--- config.mk ---
export PLATFORM = sky130hd
export DESIGN_NAME = fan_speed_controller
export DESIGN_NICKNAME = d
export VERILOG_FILES = /design/src/hdl/fan_speed_controller_pkg.sv /design/src/hdl/fan_speed_controller.sv
export VERILOG_INCLUDE_DIRS = /design/src /design/src/hdl
export SDC_FILE = /design/constraint.sdc
export NUM_CORES = 1
export LEC_CHECK = 0
export BUFFER_PORTS_ARGS = -buffer_cell sky130_fd_sc_hd__buf_2
export CELL_PAD_IN_SITES_DETAIL_PLACEMENT = 0
export CELL_PAD_IN_SITES_GLOBAL_PLACEMENT = 1
export CORE_ASPECT_RATIO = 1.75
export CORE_UTILIZATION = 30
export DETAILED_ROUTE_END_ITERATION = 6
export PLACE_DENSITY_LB_ADDON = 0.1
export SLEW_MARGIN = 20
export SYNTH_ARGS = -nofsm -noshare
export SYNTH_HDL_FRONTEND = slang
export SYNTH_SLANG_ARGS = --single-unit
--- constraint.sdc ---
create_clock -name i_clock -period 15.1 [get_ports i_clock]
set_input_delay 0.755 -clock i_clock [delete_from_list [all_inputs] [get_ports i_clock]]
set_output_delay 0.755 -clock i_clock [all_outputs]
set_load 0.02 [all_outputs]
--- src/hdl/fan_speed_controller_defs.svh ---
// Constants for the fan speed controller: register map, fields, resets, timing.
//
// Overview of operation
// - Direct and closed-loop modes, both ramp and spin-up.
// - Direct drive write reaches output at once with ramp off and no spin-up.
// - Direct mode ramps only when ramp enable set.
// - Entering direct mode restores last written setting.
// - Closed loop: drive read-only, target read-write.
// - Loop steers drive by PID toward target count.
// - Target all ones switches drive off.
// - New target accepted anytime, loop follows it.
// - Loop off at reset, defaults need only target.
// - Count reference ticks across programmed pulse edges.
// - Measurement runs regardless of drive, may stall.
// - Period above valid limit flags a stall.
// - Loop keeps restarting stalled fan until valid.
// - Stall masked for spin-up time on direct-mode entry and on each spin-up start.
// - Direct mode sets stall in any cycle period too long once the stall mask has expired.
// - Loop checks stall only at update ticks.
// - Full drive missing target band flags shortfall.
// - Reference pin as output drives measurement clock.
// - Reference from pin or internal divider, configurable.
// - Direct setting zero to nonzero starts spin-up.
// - Ramp moves at most step per update period.
`ifndef FAN_SPEED_CONTROLLER_DEFS_SVH
`define FAN_SPEED_CONTROLLER_DEFS_SVH
// ****************************************************************
// Register word indexes
// ****************************************************************
`define REG_DRIVE 4'h0
`define REG_CONFIG 4'h1
`define REG_SPINUP 4'h2
`define REG_MAX_STEP 4'h3
`define REG_MIN_DRIVE 4'h4
`define REG_VALID 4'h5
`define REG_TARGET 4'h6
`define REG_READING 4'h7
`define REG_BAND 4'h8
`define REG_STATUS 4'h9
// ****************************************************************
// Field positions
// ****************************************************************
`define CFG_LOOP 0
`define CFG_RAMP 1
`define CFG_CLK_EXT 2
`define CFG_CLK_OUT 3
`define CFG_UPD_LSB 4
`define CFG_EDGE_LSB 7
`define CFG_FAIL_LSB 9
`define SPN_TIME_LSB 0
`define SPN_LVL_LSB 2
`define SPN_FULL 5
`define STS_STALL 0
`define STS_DFAIL 1
// ****************************************************************
// Reset values
// ****************************************************************
`define UPD_SEL_RST 3'h2
`define EDGE_SEL_RST 2'h1
`define FAIL_SEL_RST 2'h1
`define SPIN_SEL_RST 2'h1
`define LEVEL_RST 3'h3
`define MAX_STEP_RST 5'h10
`define MIN_DRIVE_RST 8'h66
`define VALID_RST 8'hf5
`define TARGET_RST 8'hff
`define BAND_RST 8'h10
`define COUNT_MAX 8'hff
`define DRIVE_FULL 8'hff
// ****************************************************************
// Timing
// ****************************************************************
`define SYS_CLK_HZ 10000000
`define REF_HZ 32768
`define REF_HALF_DIV (`SYS_CLK_HZ / (2 * `REF_HZ))
`define UPDATE_BASE_MS 100
`define UPDATE_BASE_TICKS ((`REF_HZ * `UPDATE_BASE_MS) / 1000)
`define SPIN_BASE_MS 250
`define SPIN_BASE_TICKS ((`REF_HZ * `SPIN_BASE_MS) / 1000)
`endif

--- src/hdl/fan_speed_controller_pkg.sv ---
// Types shared by the fan speed controller.
package fan_speed_controller_pkg;
`include "fan_speed_controller_defs.svh"
    localparam int unsigned AVS_ADDR_W = 4;
    localparam int unsigned AVS_DATA_W = 32;
    typedef enum logic [1:0] {
        SPIN_IDLE = 2'b00,
        SPIN_FULL = 2'b01,
        SPIN_LEVEL = 2'b11
    } spin_state_t;
    typedef struct packed {
        logic ack;
        logic [31:0] rdata;
        logic [7:0] setting;
        logic [7:0] drive;
        logic loop;
        logic ramp;
        logic clk_ext;
        logic clk_out;
        logic [2:0] upd_sel;
        logic [1:0] edge_sel;
        logic [1:0] fail_sel;
        logic [1:0] spin_sel;
        logic [2:0] level;
        logic full_en;
        logic [4:0] max_step;
        logic [7:0] min_drive;
        logic [7:0] valid;
        logic [7:0] target;
        logic [7:0] reading;
        logic [7:0] band;
        logic stall;
        logic dfail;
        logic [7:0] div;
        logic ref_out;
        logic ref_prev;
        logic tach_prev;
        logic [7:0] tach_cnt;
        logic [3:0] edge_cnt;
        logic [15:0] upd_cnt;
        spin_state_t spin;
        logic [16:0] spin_cnt;
        logic [16:0] mask_cnt;
        logic signed [11:0] integ;
        logic signed [8:0] prev_err;
        logic [3:0] fail_cnt;
    } state_t;
endpackage

--- src/hdl/fan_speed_controller.sv ---
// Fan drive controller with direct and closed-loop speed modes.
`timescale 1ns/1ps
`include "fan_speed_controller_defs.svh"
module fan_speed_controller #(
    parameter int UPDATE_BASE_TICKS = `UPDATE_BASE_TICKS,
    parameter int SPIN_BASE_TICKS = `SPIN_BASE_TICKS
) (
    // Clock and reset.
    input wire logic i_clock,
    input wire logic i_rst,
    // Avalon-MM slave.
    input wire logic [fan_speed_controller_pkg::AVS_ADDR_W-1:0] i_avs_address,
    input wire logic i_avs_read,
    input wire logic i_avs_write,
    input wire logic [fan_speed_controller_pkg::AVS_DATA_W-1:0] i_avs_writedata,
    output logic [fan_speed_controller_pkg::AVS_DATA_W-1:0] o_avs_readdata,
    output logic o_avs_waitrequest,
    // Fan side.
    input wire logic i_tach,
    output logic [7:0] o_fan_drive,
    output logic o_alert,
    // Reference clock pin.
    input wire logic i_ref_clk_in,
    output logic o_ref_clk_out,
    output logic o_ref_clk_oe_n
);
    import fan_speed_controller_pkg::*;

    state_t r;
    state_t n;
    logic req;
    logic wr_fire;
    logic [31:0] wd;

    // ****************************************************************
    // Helpers
    // ****************************************************************
    function automatic logic [7:0] step_toward(input logic [7:0] cur,
                                               input logic [7:0] tgt,
                                               input logic [4:0] st);
        logic [7:0] s;
        s = (st == 5'h0) ? 8'h1 : {3'h0, st};
        if (tgt > cur) begin
            step_toward = (tgt - cur > s) ? cur + s : tgt;
        end else if (cur > tgt) begin
            step_toward = (cur - tgt > s) ? cur - s : tgt;
        end else begin
            step_toward = cur;
        end
    endfunction

    // Spin level runs from 30 percent to 65 percent of full drive.
    function automatic logic [7:0] level_drive(input logic [2:0] lvl);
        int unsigned pct;
        pct = 30 + 5 * int'(lvl);
        level_drive = 8'((pct * 255) / 100);
    endfunction

    assign req = i_avs_read | i_avs_write;
    assign wr_fire = i_avs_write & r.ack;
    assign wd = i_avs_writedata;
    assign o_avs_waitrequest = req & ~r.ack;
    assign o_avs_readdata = r.rdata;
    assign o_fan_drive = r.drive;
    assign o_alert = r.stall | r.dfail;
    assign o_ref_clk_out = r.ref_out;
    assign o_ref_clk_oe_n = ~(r.clk_out & ~r.clk_ext);

    // ****************************************************************
    // Next state
    // ****************************************************************
    always_comb begin
        logic tick;
        logic int_tick;
        logic upd_tick;
        logic start_spin;
        logic [15:0] upd_len;
        logic [16:0] spin_len;
        logic [3:0] n_edges;
        logic signed [8:0] err;
        logic signed [9:0] derr;
        logic signed [12:0] isum;
        logic signed [13:0] delta;
        logic signed [13:0] lim;
        logic signed [10:0] nd;
        tick = 1'b0;
        int_tick = 1'b0;
        upd_tick = 1'b0;
        start_spin = 1'b0;
        upd_len = 16'(UPDATE_BASE_TICKS) << ((r.upd_sel > 3'h4) ? 3'h4 : r.upd_sel);
        spin_len = 17'(SPIN_BASE_TICKS) << r.spin_sel;
        n_edges = {1'b0, r.edge_sel, 1'b1} + 4'h2;
        err = $signed({1'b0, r.reading}) - $signed({1'b0, r.target});
        derr = 10'(err) - 10'(r.prev_err);
        isum = 13'(r.integ) + 13'(err);
        delta = 14'(err >>> 2) + 14'(r.integ >>> 4) + 14'(derr >>> 3);
        lim = $signed({9'h0, (r.max_step == 5'h0) ? 5'h1 : r.max_step});
        nd = '0;
        n = r;

        // Bus handshake: answer one cycle after the request appears.
        n.ack = req & ~r.ack;
        if (req && !r.ack) begin
            unique case (i_avs_address)
                `REG_DRIVE: n.rdata = {24'h0, r.drive};
                `REG_CONFIG: n.rdata = {21'h0, r.fail_sel, r.edge_sel, r.upd_sel,
                                        r.clk_out, r.clk_ext, r.ramp, r.loop};
                `REG_SPINUP: n.rdata = {26'h0, r.full_en, r.level, r.spin_sel};
                `REG_MAX_STEP: n.rdata = {27'h0, r.max_step};
                `REG_MIN_DRIVE: n.rdata = {24'h0, r.min_drive};
                `REG_VALID: n.rdata = {24'h0, r.valid};
                `REG_TARGET: n.rdata = {24'h0, r.target};
                `REG_READING: n.rdata = {24'h0, r.reading};
                `REG_BAND: n.rdata = {24'h0, r.band};
                `REG_STATUS: n.rdata = {30'h0, r.dfail, r.stall};
                default: n.rdata = 32'h0;
            endcase
        end

        // Plain register writes and write-one-to-clear status.
        if (wr_fire) begin
            unique case (i_avs_address)
                `REG_CONFIG: begin
                    n.loop = wd[`CFG_LOOP];
                    n.ramp = wd[`CFG_RAMP];
                    n.clk_ext = wd[`CFG_CLK_EXT];
                    n.clk_out = wd[`CFG_CLK_OUT];
                    n.upd_sel = wd[`CFG_UPD_LSB +: 3];
                    n.edge_sel = wd[`CFG_EDGE_LSB +: 2];
                    n.fail_sel = wd[`CFG_FAIL_LSB +: 2];
                end
                `REG_SPINUP: begin
                    n.spin_sel = wd[`SPN_TIME_LSB +: 2];
                    n.level = wd[`SPN_LVL_LSB +: 3];
                    n.full_en = wd[`SPN_FULL];
                end
                `REG_MAX_STEP: n.max_step = wd[4:0];
                `REG_MIN_DRIVE: n.min_drive = wd[7:0];
                `REG_VALID: n.valid = wd[7:0];
                `REG_TARGET: n.target = wd[7:0];
                `REG_BAND: n.band = wd[7:0];
                `REG_STATUS: begin
                    n.stall = r.stall & ~wd[`STS_STALL];
                    n.dfail = r.dfail & ~wd[`STS_DFAIL];
                end
                default: begin
                end
            endcase
        end

        // Reference tick, from the pin or from the internal divider.
        n.ref_prev = i_ref_clk_in;
        if (r.div == 8'(`REF_HALF_DIV - 1)) begin
            n.div = 8'h0;
            n.ref_out = ~r.ref_out;
            int_tick = ~r.ref_out;
        end else begin
            n.div = r.div + 8'h1;
        end
        tick = r.clk_ext ? (i_ref_clk_in & ~r.ref_prev) : int_tick;

        // Update period timer.
        if (tick) begin
            if (r.upd_cnt >= upd_len - 16'h1) begin
                n.upd_cnt = 16'h0;
                upd_tick = 1'b1;
            end else begin
                n.upd_cnt = r.upd_cnt + 16'h1;
            end
        end

        // Period measurement runs in both modes at any drive.
        n.tach_prev = i_tach;
        if (tick) begin
            if (r.tach_cnt != `COUNT_MAX) begin
                n.tach_cnt = r.tach_cnt + 8'h1;
            end else begin
                n.reading = `COUNT_MAX;
            end
        end
        if (i_tach ^ r.tach_prev) begin
            if (r.edge_cnt == 4'h0) begin
                n.edge_cnt = 4'h1;
                n.tach_cnt = 8'h0;
            end else if (r.edge_cnt + 4'h1 == n_edges) begin
                n.reading = r.tach_cnt;
                n.edge_cnt = 4'h1;
                n.tach_cnt = 8'h0;
            end else begin
                n.edge_cnt = r.edge_cnt + 4'h1;
            end
        end

        // Stall mask and spin-up sequence.
        if (tick && r.mask_cnt != 17'h0) begin
            n.mask_cnt = r.mask_cnt - 17'h1;
        end
        unique case (r.spin)
            SPIN_IDLE: begin
            end
            SPIN_FULL: begin
                n.drive = `DRIVE_FULL;
                if (tick) begin
                    n.spin_cnt = r.spin_cnt - 17'h1;
                    if (r.spin_cnt - 17'h1 <= spin_len - (spin_len >> 2)) begin
                        n.spin = SPIN_LEVEL;
                    end
                end
            end
            SPIN_LEVEL: begin
                n.drive = level_drive(r.level);
                if (tick) begin
                    n.spin_cnt = r.spin_cnt - 17'h1;
                    if (r.spin_cnt <= 17'h1) begin
                        n.spin = SPIN_IDLE;
                    end
                end
            end
            default: n.spin = SPIN_IDLE;
        endcase

        if (!r.loop) begin
            if (r.spin == SPIN_IDLE) begin
                if (!r.ramp) begin
                    n.drive = r.setting;
                end else if (upd_tick) begin
                    n.drive = step_toward(r.drive, r.setting, r.max_step);
                end
            end
            if (r.mask_cnt == 17'h0 && r.reading > r.valid) begin
                n.stall = 1'b1;
            end
        end else if (r.target == `COUNT_MAX) begin
            n.drive = 8'h0;
            n.spin = SPIN_IDLE;
        end else if (r.spin == SPIN_IDLE && upd_tick) begin
            if (r.reading > r.valid) begin
                if (r.mask_cnt == 17'h0) begin
                    n.stall = 1'b1;
                end
                start_spin = 1'b1;
            end else begin
                // PID step, clamped to the maximum step and the drive floor.
                n.integ = (isum > 13'sd2047) ? 12'sd2047 :
                          (isum < -13'sd2048) ? 12'sh800 : 12'(isum);
                n.prev_err = err;
                if (delta > lim) begin
                    delta = lim;
                end else if (delta < -lim) begin
                    delta = -lim;
                end
                nd = $signed({3'h0, r.drive}) + 11'(delta);
                if (nd > 11'sd255) begin
                    n.drive = `DRIVE_FULL;
                end else if (nd < $signed({3'h0, r.min_drive})) begin
                    n.drive = r.min_drive;
                end else begin
                    n.drive = nd[7:0];
                end
            end
            if (r.drive == `DRIVE_FULL &&
                {1'b0, r.reading} > {1'b0, r.target} + {1'b0, r.band}) begin
                if (r.fail_cnt == {r.fail_sel, 2'h3}) begin
                    n.dfail = 1'b1;
                end else begin
                    n.fail_cnt = r.fail_cnt + 4'h1;
                end
            end else begin
                n.fail_cnt = 4'h0;
            end
        end

        // Mode entries and register effects that override the above.
        if (wr_fire && i_avs_address == `REG_CONFIG) begin
            if (r.loop && !wd[`CFG_LOOP]) begin
                n.drive = r.setting;
                n.spin = SPIN_IDLE;
                n.mask_cnt = spin_len;
                start_spin = 1'b0;
            end
            if (!r.loop && wd[`CFG_LOOP]) begin
                n.integ = '0;
                n.prev_err = '0;
                n.fail_cnt = 4'h0;
            end
        end
        if (wr_fire && i_avs_address == `REG_TARGET && r.loop &&
            r.target == `COUNT_MAX && wd[7:0] < r.valid) begin
            start_spin = 1'b1;
        end
        if (wr_fire && i_avs_address == `REG_DRIVE && !r.loop) begin
            n.setting = wd[7:0];
            if (r.setting == 8'h0 && wd[7:0] != 8'h0) begin
                start_spin = 1'b1;
            end else if (!r.ramp && r.spin == SPIN_IDLE) begin
                n.drive = wd[7:0];
            end
        end
        if (start_spin) begin
            // Spin-up drive lands with its trigger, so no cycle of the old level shows.
            n.drive = r.full_en ? `DRIVE_FULL : level_drive(r.level);
            n.spin = r.full_en ? SPIN_FULL : SPIN_LEVEL;
            n.spin_cnt = spin_len;
            n.mask_cnt = spin_len;
        end
    end

    // ****************************************************************
    // State register
    // ****************************************************************
    always_ff @(posedge i_clock or posedge i_rst) begin
        if (i_rst) begin
            r <= '0;
            r.spin <= SPIN_IDLE;
            // The speed line idles high, so a low start value would fake an edge.
            r.tach_prev <= 1'b1;
            r.upd_sel <= `UPD_SEL_RST;
            r.edge_sel <= `EDGE_SEL_RST;
            r.fail_sel <= `FAIL_SEL_RST;
            r.spin_sel <= `SPIN_SEL_RST;
            r.level <= `LEVEL_RST;
            r.full_en <= 1'b1;
            r.max_step <= `MAX_STEP_RST;
            r.min_drive <= `MIN_DRIVE_RST;
            r.valid <= `VALID_RST;
            r.target <= `TARGET_RST;
            r.band <= `BAND_RST;
        end else begin
            r <= n;
        end
    end
endmodule

== Word level (Yosys, flattened, before mapping) ==
Index checks and enable logic that the tools add are counted.
W data, S select, Z words.

* Register bits after elaboration: 213

* Muxes and demuxes: 92
* Reduce and logical (&&, ||, !) cells: 37
* Eq/ne operators: 19
* Divide/modulo/power cells: 1
* Add/subtract/negate cells: 23
* Multipliers: 2
* Magnitude comparators: 17
* Shifts and indexed selects: 2
* Bitwise logic cells: 16

{| class="wikitable"
|+ Operator list
! operator !! number
|-
| $mux W8 || 29
|-
| $pmux W11 S10 || 1
|-
| $mux W25 || 4
|-
| $mux W11 || 6
|-
| $mux W12 || 4
|-
| $mux W42 || 1
|-
| $mux W19 || 2
|-
| $mux W36 || 1
|-
| $mux W17 || 2
|-
| $pmux W17 S2 || 1
|-
| $sub A17 B1 Y17 const B || 2
|-
| $div A32 B7 Y32 const B || 1
|-
| $eq A8 B8 Y1 const B || 3
|-
| $gt A8 B8 Y1 || 3
|-
| $mux W2 || 11
|-
| $mux W21 || 1
|-
| $mux W1 || 20
|-
| $le A17 B1 Y1 const B || 1
|-
| $le A17 B17 Y1 || 1
|-
| $logic_not A17 Y1 || 1
|-
| $reduce_bool A17 Y1 || 1
|-
| $shl A14 B2 Y17 const A || 1
|-
| $sub A17 B15 Y17 || 1
|-
| $add A16 B1 Y16 const B || 1
|-
| other kinds (59) || 110
|}

== Logic depth before layout (Yosys ltp) ==
* Depth after elaboration: 25
* Depth in mapped cells: 57
* Gate-level depth less buffers: 56

== Worst setup path before layout ==
OpenSTA, ideal clock, no wires.

* Kind: reg2reg
* Start: register r[148] in the netlist's numbering
* End: register r (netlist bit o_fan_drive[0])
* Clock period less this slack: 11,649 ps
* Stages on the path, launching flop included: 46
* Arrival time: 11,521 ps
* Setup time: 128 ps
* Slack: 3,451 ps
* Cell sequence: dfstp_2 > clkbuf_1 > inv_1 > fa_1 > inv_1 > ha_1 > a21oi_1 > o21ai_0 > inv_1 > fa_1 > inv_1 > fa_1 > inv_1 > fa_1 > fa_1 > inv_1 > ha_1 > nand2_1 > [... 10 more ...] > or4_1 > o311ai_0 > o21ai_1 > nor4_4 > o31a_4 > o21ai_2 > o311a_4 > o31ai_4 > mux2_2 > a21oi_2 > mux2_4 > nor2_4 > a31oi_1 > or4b_1 > a311oi_1 > o21ai_1 > nor4_1 > a21oi_1

{| class="wikitable"
|+ RTL lines
! element !! RTL line !! source
|-
| from (decl) || fan_speed_controller.sv:29 || <nowiki>state_t r;</nowiki>
|-
| from (signal assigned) || fan_speed_controller.sv:329 || <nowiki>r <= n;</nowiki>
|}

==> run_results.csv <==
group,metric,value,unit
yosys,synth_warnings,0,
placed_design,place_ws,1.08,ns
timing,period_minus_slack,14.00,ns
critical_path,endpoint_kind,"register",
finish,layout_commonest_cell,"ha_1",
yosys,ys_types,110,
placed_design,dp_cells,3257,
clock_tree,htreeDepth,4,
placed_design,dp_hpwl,54.5,mm
grt,grt_pass1_vias,17731,
finish,drive_gt1_share,9.92,%
grt,antenna_found_initial,1,
critical_path,crit_path_top_delay_cell,"o32ai_2",
yosys,avgSynthCellArea,8.32,um2
grt,grt_max_degree,121,
critical_path,cp.arrival,14.33,ns
floorplanning,fp.coreArea,0.0662,mm2
routing,wl_met3,1.43,mm
yosys,synth_area,0.0200,mm2
grt,grt-ovfl-total,0,
routing,met2_wirelength,38.0,mm
finish,final_cells,3290,
placed_design,io_buffer_count,43,
yosys,syn_inst,2409,
timing,fin_crit_sh,92.7,%
finish,most-common-layout-cells,"ha_1 (220), nand2_1 (213), nor2_1 (212), o21ai_0 (164), dfrtp_1 (164)",
clock_tree,post_cts_buffers,0,
hold_path,whs_path_depth,1,
timing,max_freq,0.0715,GHz
finish,layout.nets,2685,
floorplanning,ios,86,
clock_tree,clock_path_buffers,2,
routing,ant_nets,0,
critical_path,timing.rr.start,"r[148]",
timing,slew_violations,0,
routing,drt_iter0_markers,834,
floorplanning,die_area,0.0679,mm2
finish,area_growth,7.58,%
routing,viasPerCell,5.26,
routing,wl_per_cell,20.7,um
critical_path,r2r_cells,40,
floorplanning,die-height,344,um
routing,drc_errors,0,
timing,rsz0062_at_grt,"false",
yosys,yosysSeqAreaShare,24.2,%
clock_tree,tritoncts,"yes",
timing,tightest_slew,1.11,ns
clock_tree,root_buffer,"clkbuf_16",
timing,fin_ws,1.10,ns
placed_design,gp_congestion,0.867,
clock_tree,ctsResizeCount,0,
hold_path,hp-start,"i_tach",
critical_path,crit_required,15.44,ns
timing,fin_skew,0.0234,ns
routing,routed_wl,68.0,mm
clock_tree,numClockSinks,192,
timing,relSlewSlack,25.5,%
run,cap_violations,0,
hold_path,hold_path.class,"in2reg",
clock_tree,path_clk_slew,0.08,ns
critical_path,startpoint_type,"register",
timing,hold_viol,0,
floorplanning,rows,125,
yosys,synth_ff_type,"dfrtp_1",
routing,m1WireLength,25.5,mm
run_status,status,"complete, no violations",
finish,fin_util,32.6,%
timing,setup_tns,0,ns
routing,num_vias,17314,
critical_path,critPathKind,"reg2reg",
timing,setup_viol,0,
floorplanning,initial_core_util,30.3,%
routing,top_layer_used,"met4",
grt,grt_first_pass_wirelength,106,mm
yosys,synth_edf_count,0,
critical_path,cpPeakStageDelay,0.80,ns
clock_tree,cts-buffers-inserted,17,
grt,grt_use_total,20.5,%
clock_tree,cts_hold_buf,0,
yosys,ys_ff_latch,192,
clock_tree,insertion_delay,0.47,ns
critical_path,worstSetupStartpoint,"r[148]",
routing,first_pass_iters,5,
critical_path,crit_top_cell,"ha_1",
critical_path,worst-path-max-fanout,16,
yosys,async_flop_share,100,%
floorplanning,die_w,197,um
==> synth_stat cells, drive strengths merged, types with 25 or more instances <==
cell,n,share of area [%]
a211oi,36,1.5
a21o,50,1.9
a21oi,150,3.8
a31oi,25,0.78
buf,55,1.9
clkbuf,78,1.5
dfrtp,164,20
dfstp,28,3.7
fa,36,3.6
ha,220,14
inv,164,3.1
mux2,49,2.8
mux2i,26,1.3
nand2,213,4.0
nand2b,45,1.4
nand3,46,1.1
nor2,215,4.1
nor2b,34,1.1
nor3,53,1.4
o211ai,26,1.0
o21ai,179,4.5
xnor2,91,4.0
xor2,60,2.7
==> area by class of cell <==
| type | count | area, um2 |
|---|---|---|
| sequential | 192 | 4840 |
| fill | 6976 | 44600 |
| inverter | 164 | 623 |
| multi-input combinational | 1944 | 14000 |
| clock inverter | 12 | 120 |
| antenna | 1 | 2.50 |
| timing repair buffer | 68 | 403 |
| tap | 889 | 1110 |
| clock buffer | 20 | 447 |
==> final timing paths <==
path | end | slack (ns)
max | o_fan_drive[0] | 1.10
min | r[89] | 0.42
max reg2reg | o_fan_drive[0] | 1.10
min reg2reg | r[92] | 0.46
max in group asynchronous | r[45] | 13.09
min in group asynchronous | r[14] | 0.43
==> per-layer routing <==
metal | vias to the layer above | track usage [%]
li1 | 8488 | -
met1 | 8441 | 21.0
met2 | 282 | 41.0
met3 | 103 | 1.70
met4 | 0 | 9.74
met5 | - | 0
==> stage by stage <==
step	area, um2	hold slack (ns)
CTS	21500	0.382
global placement	21000	0.444
global route	21600	0.390
detailed placement	21000	0.449
finish	21600	0.418
floorplan	20100	0.425
==> flip-flops by register name, summed over array words and instances, names as in the netlist <==
register,flops
r,172
o_ref_clk_out,1
o_avs_readdata,11
o_fan_drive,8
==> critical path: cells and delay by family (launching register included) <==
family                   cells  cell delay (ns)
adder cells (fa/ha/maj)      9             3.79
AND/OR/NAND/NOR              7             1.42
XOR/XNOR                     3             0.99
multiplexers                 2             0.55
flip-flops                   1             0.78
AO/OA/AOI/OAI               14             5.26
buffers and inverters        5             1.05
==> cell families (layout without fill, tap and decap cells) <==
logic type               Yosys count  after routing  synth area share [%]
AO/OA/AOI/OAI                    669            669                  22.5
multiplexers                      75             75                  4.07
adder cells (fa/ha/maj)          265            265                  17.8
other                              1             26                0.0187
flip-flops                       192            192                  24.2
XOR/XNOR                         151            151                  6.68
buffers and inverters            297            264                  6.47
AND/OR/NAND/NOR                  759            759                  18.3
Power is left out: the tool's default activity adds up to more than one toggle a clock period on the data nets, which glitch-free logic cannot reach.
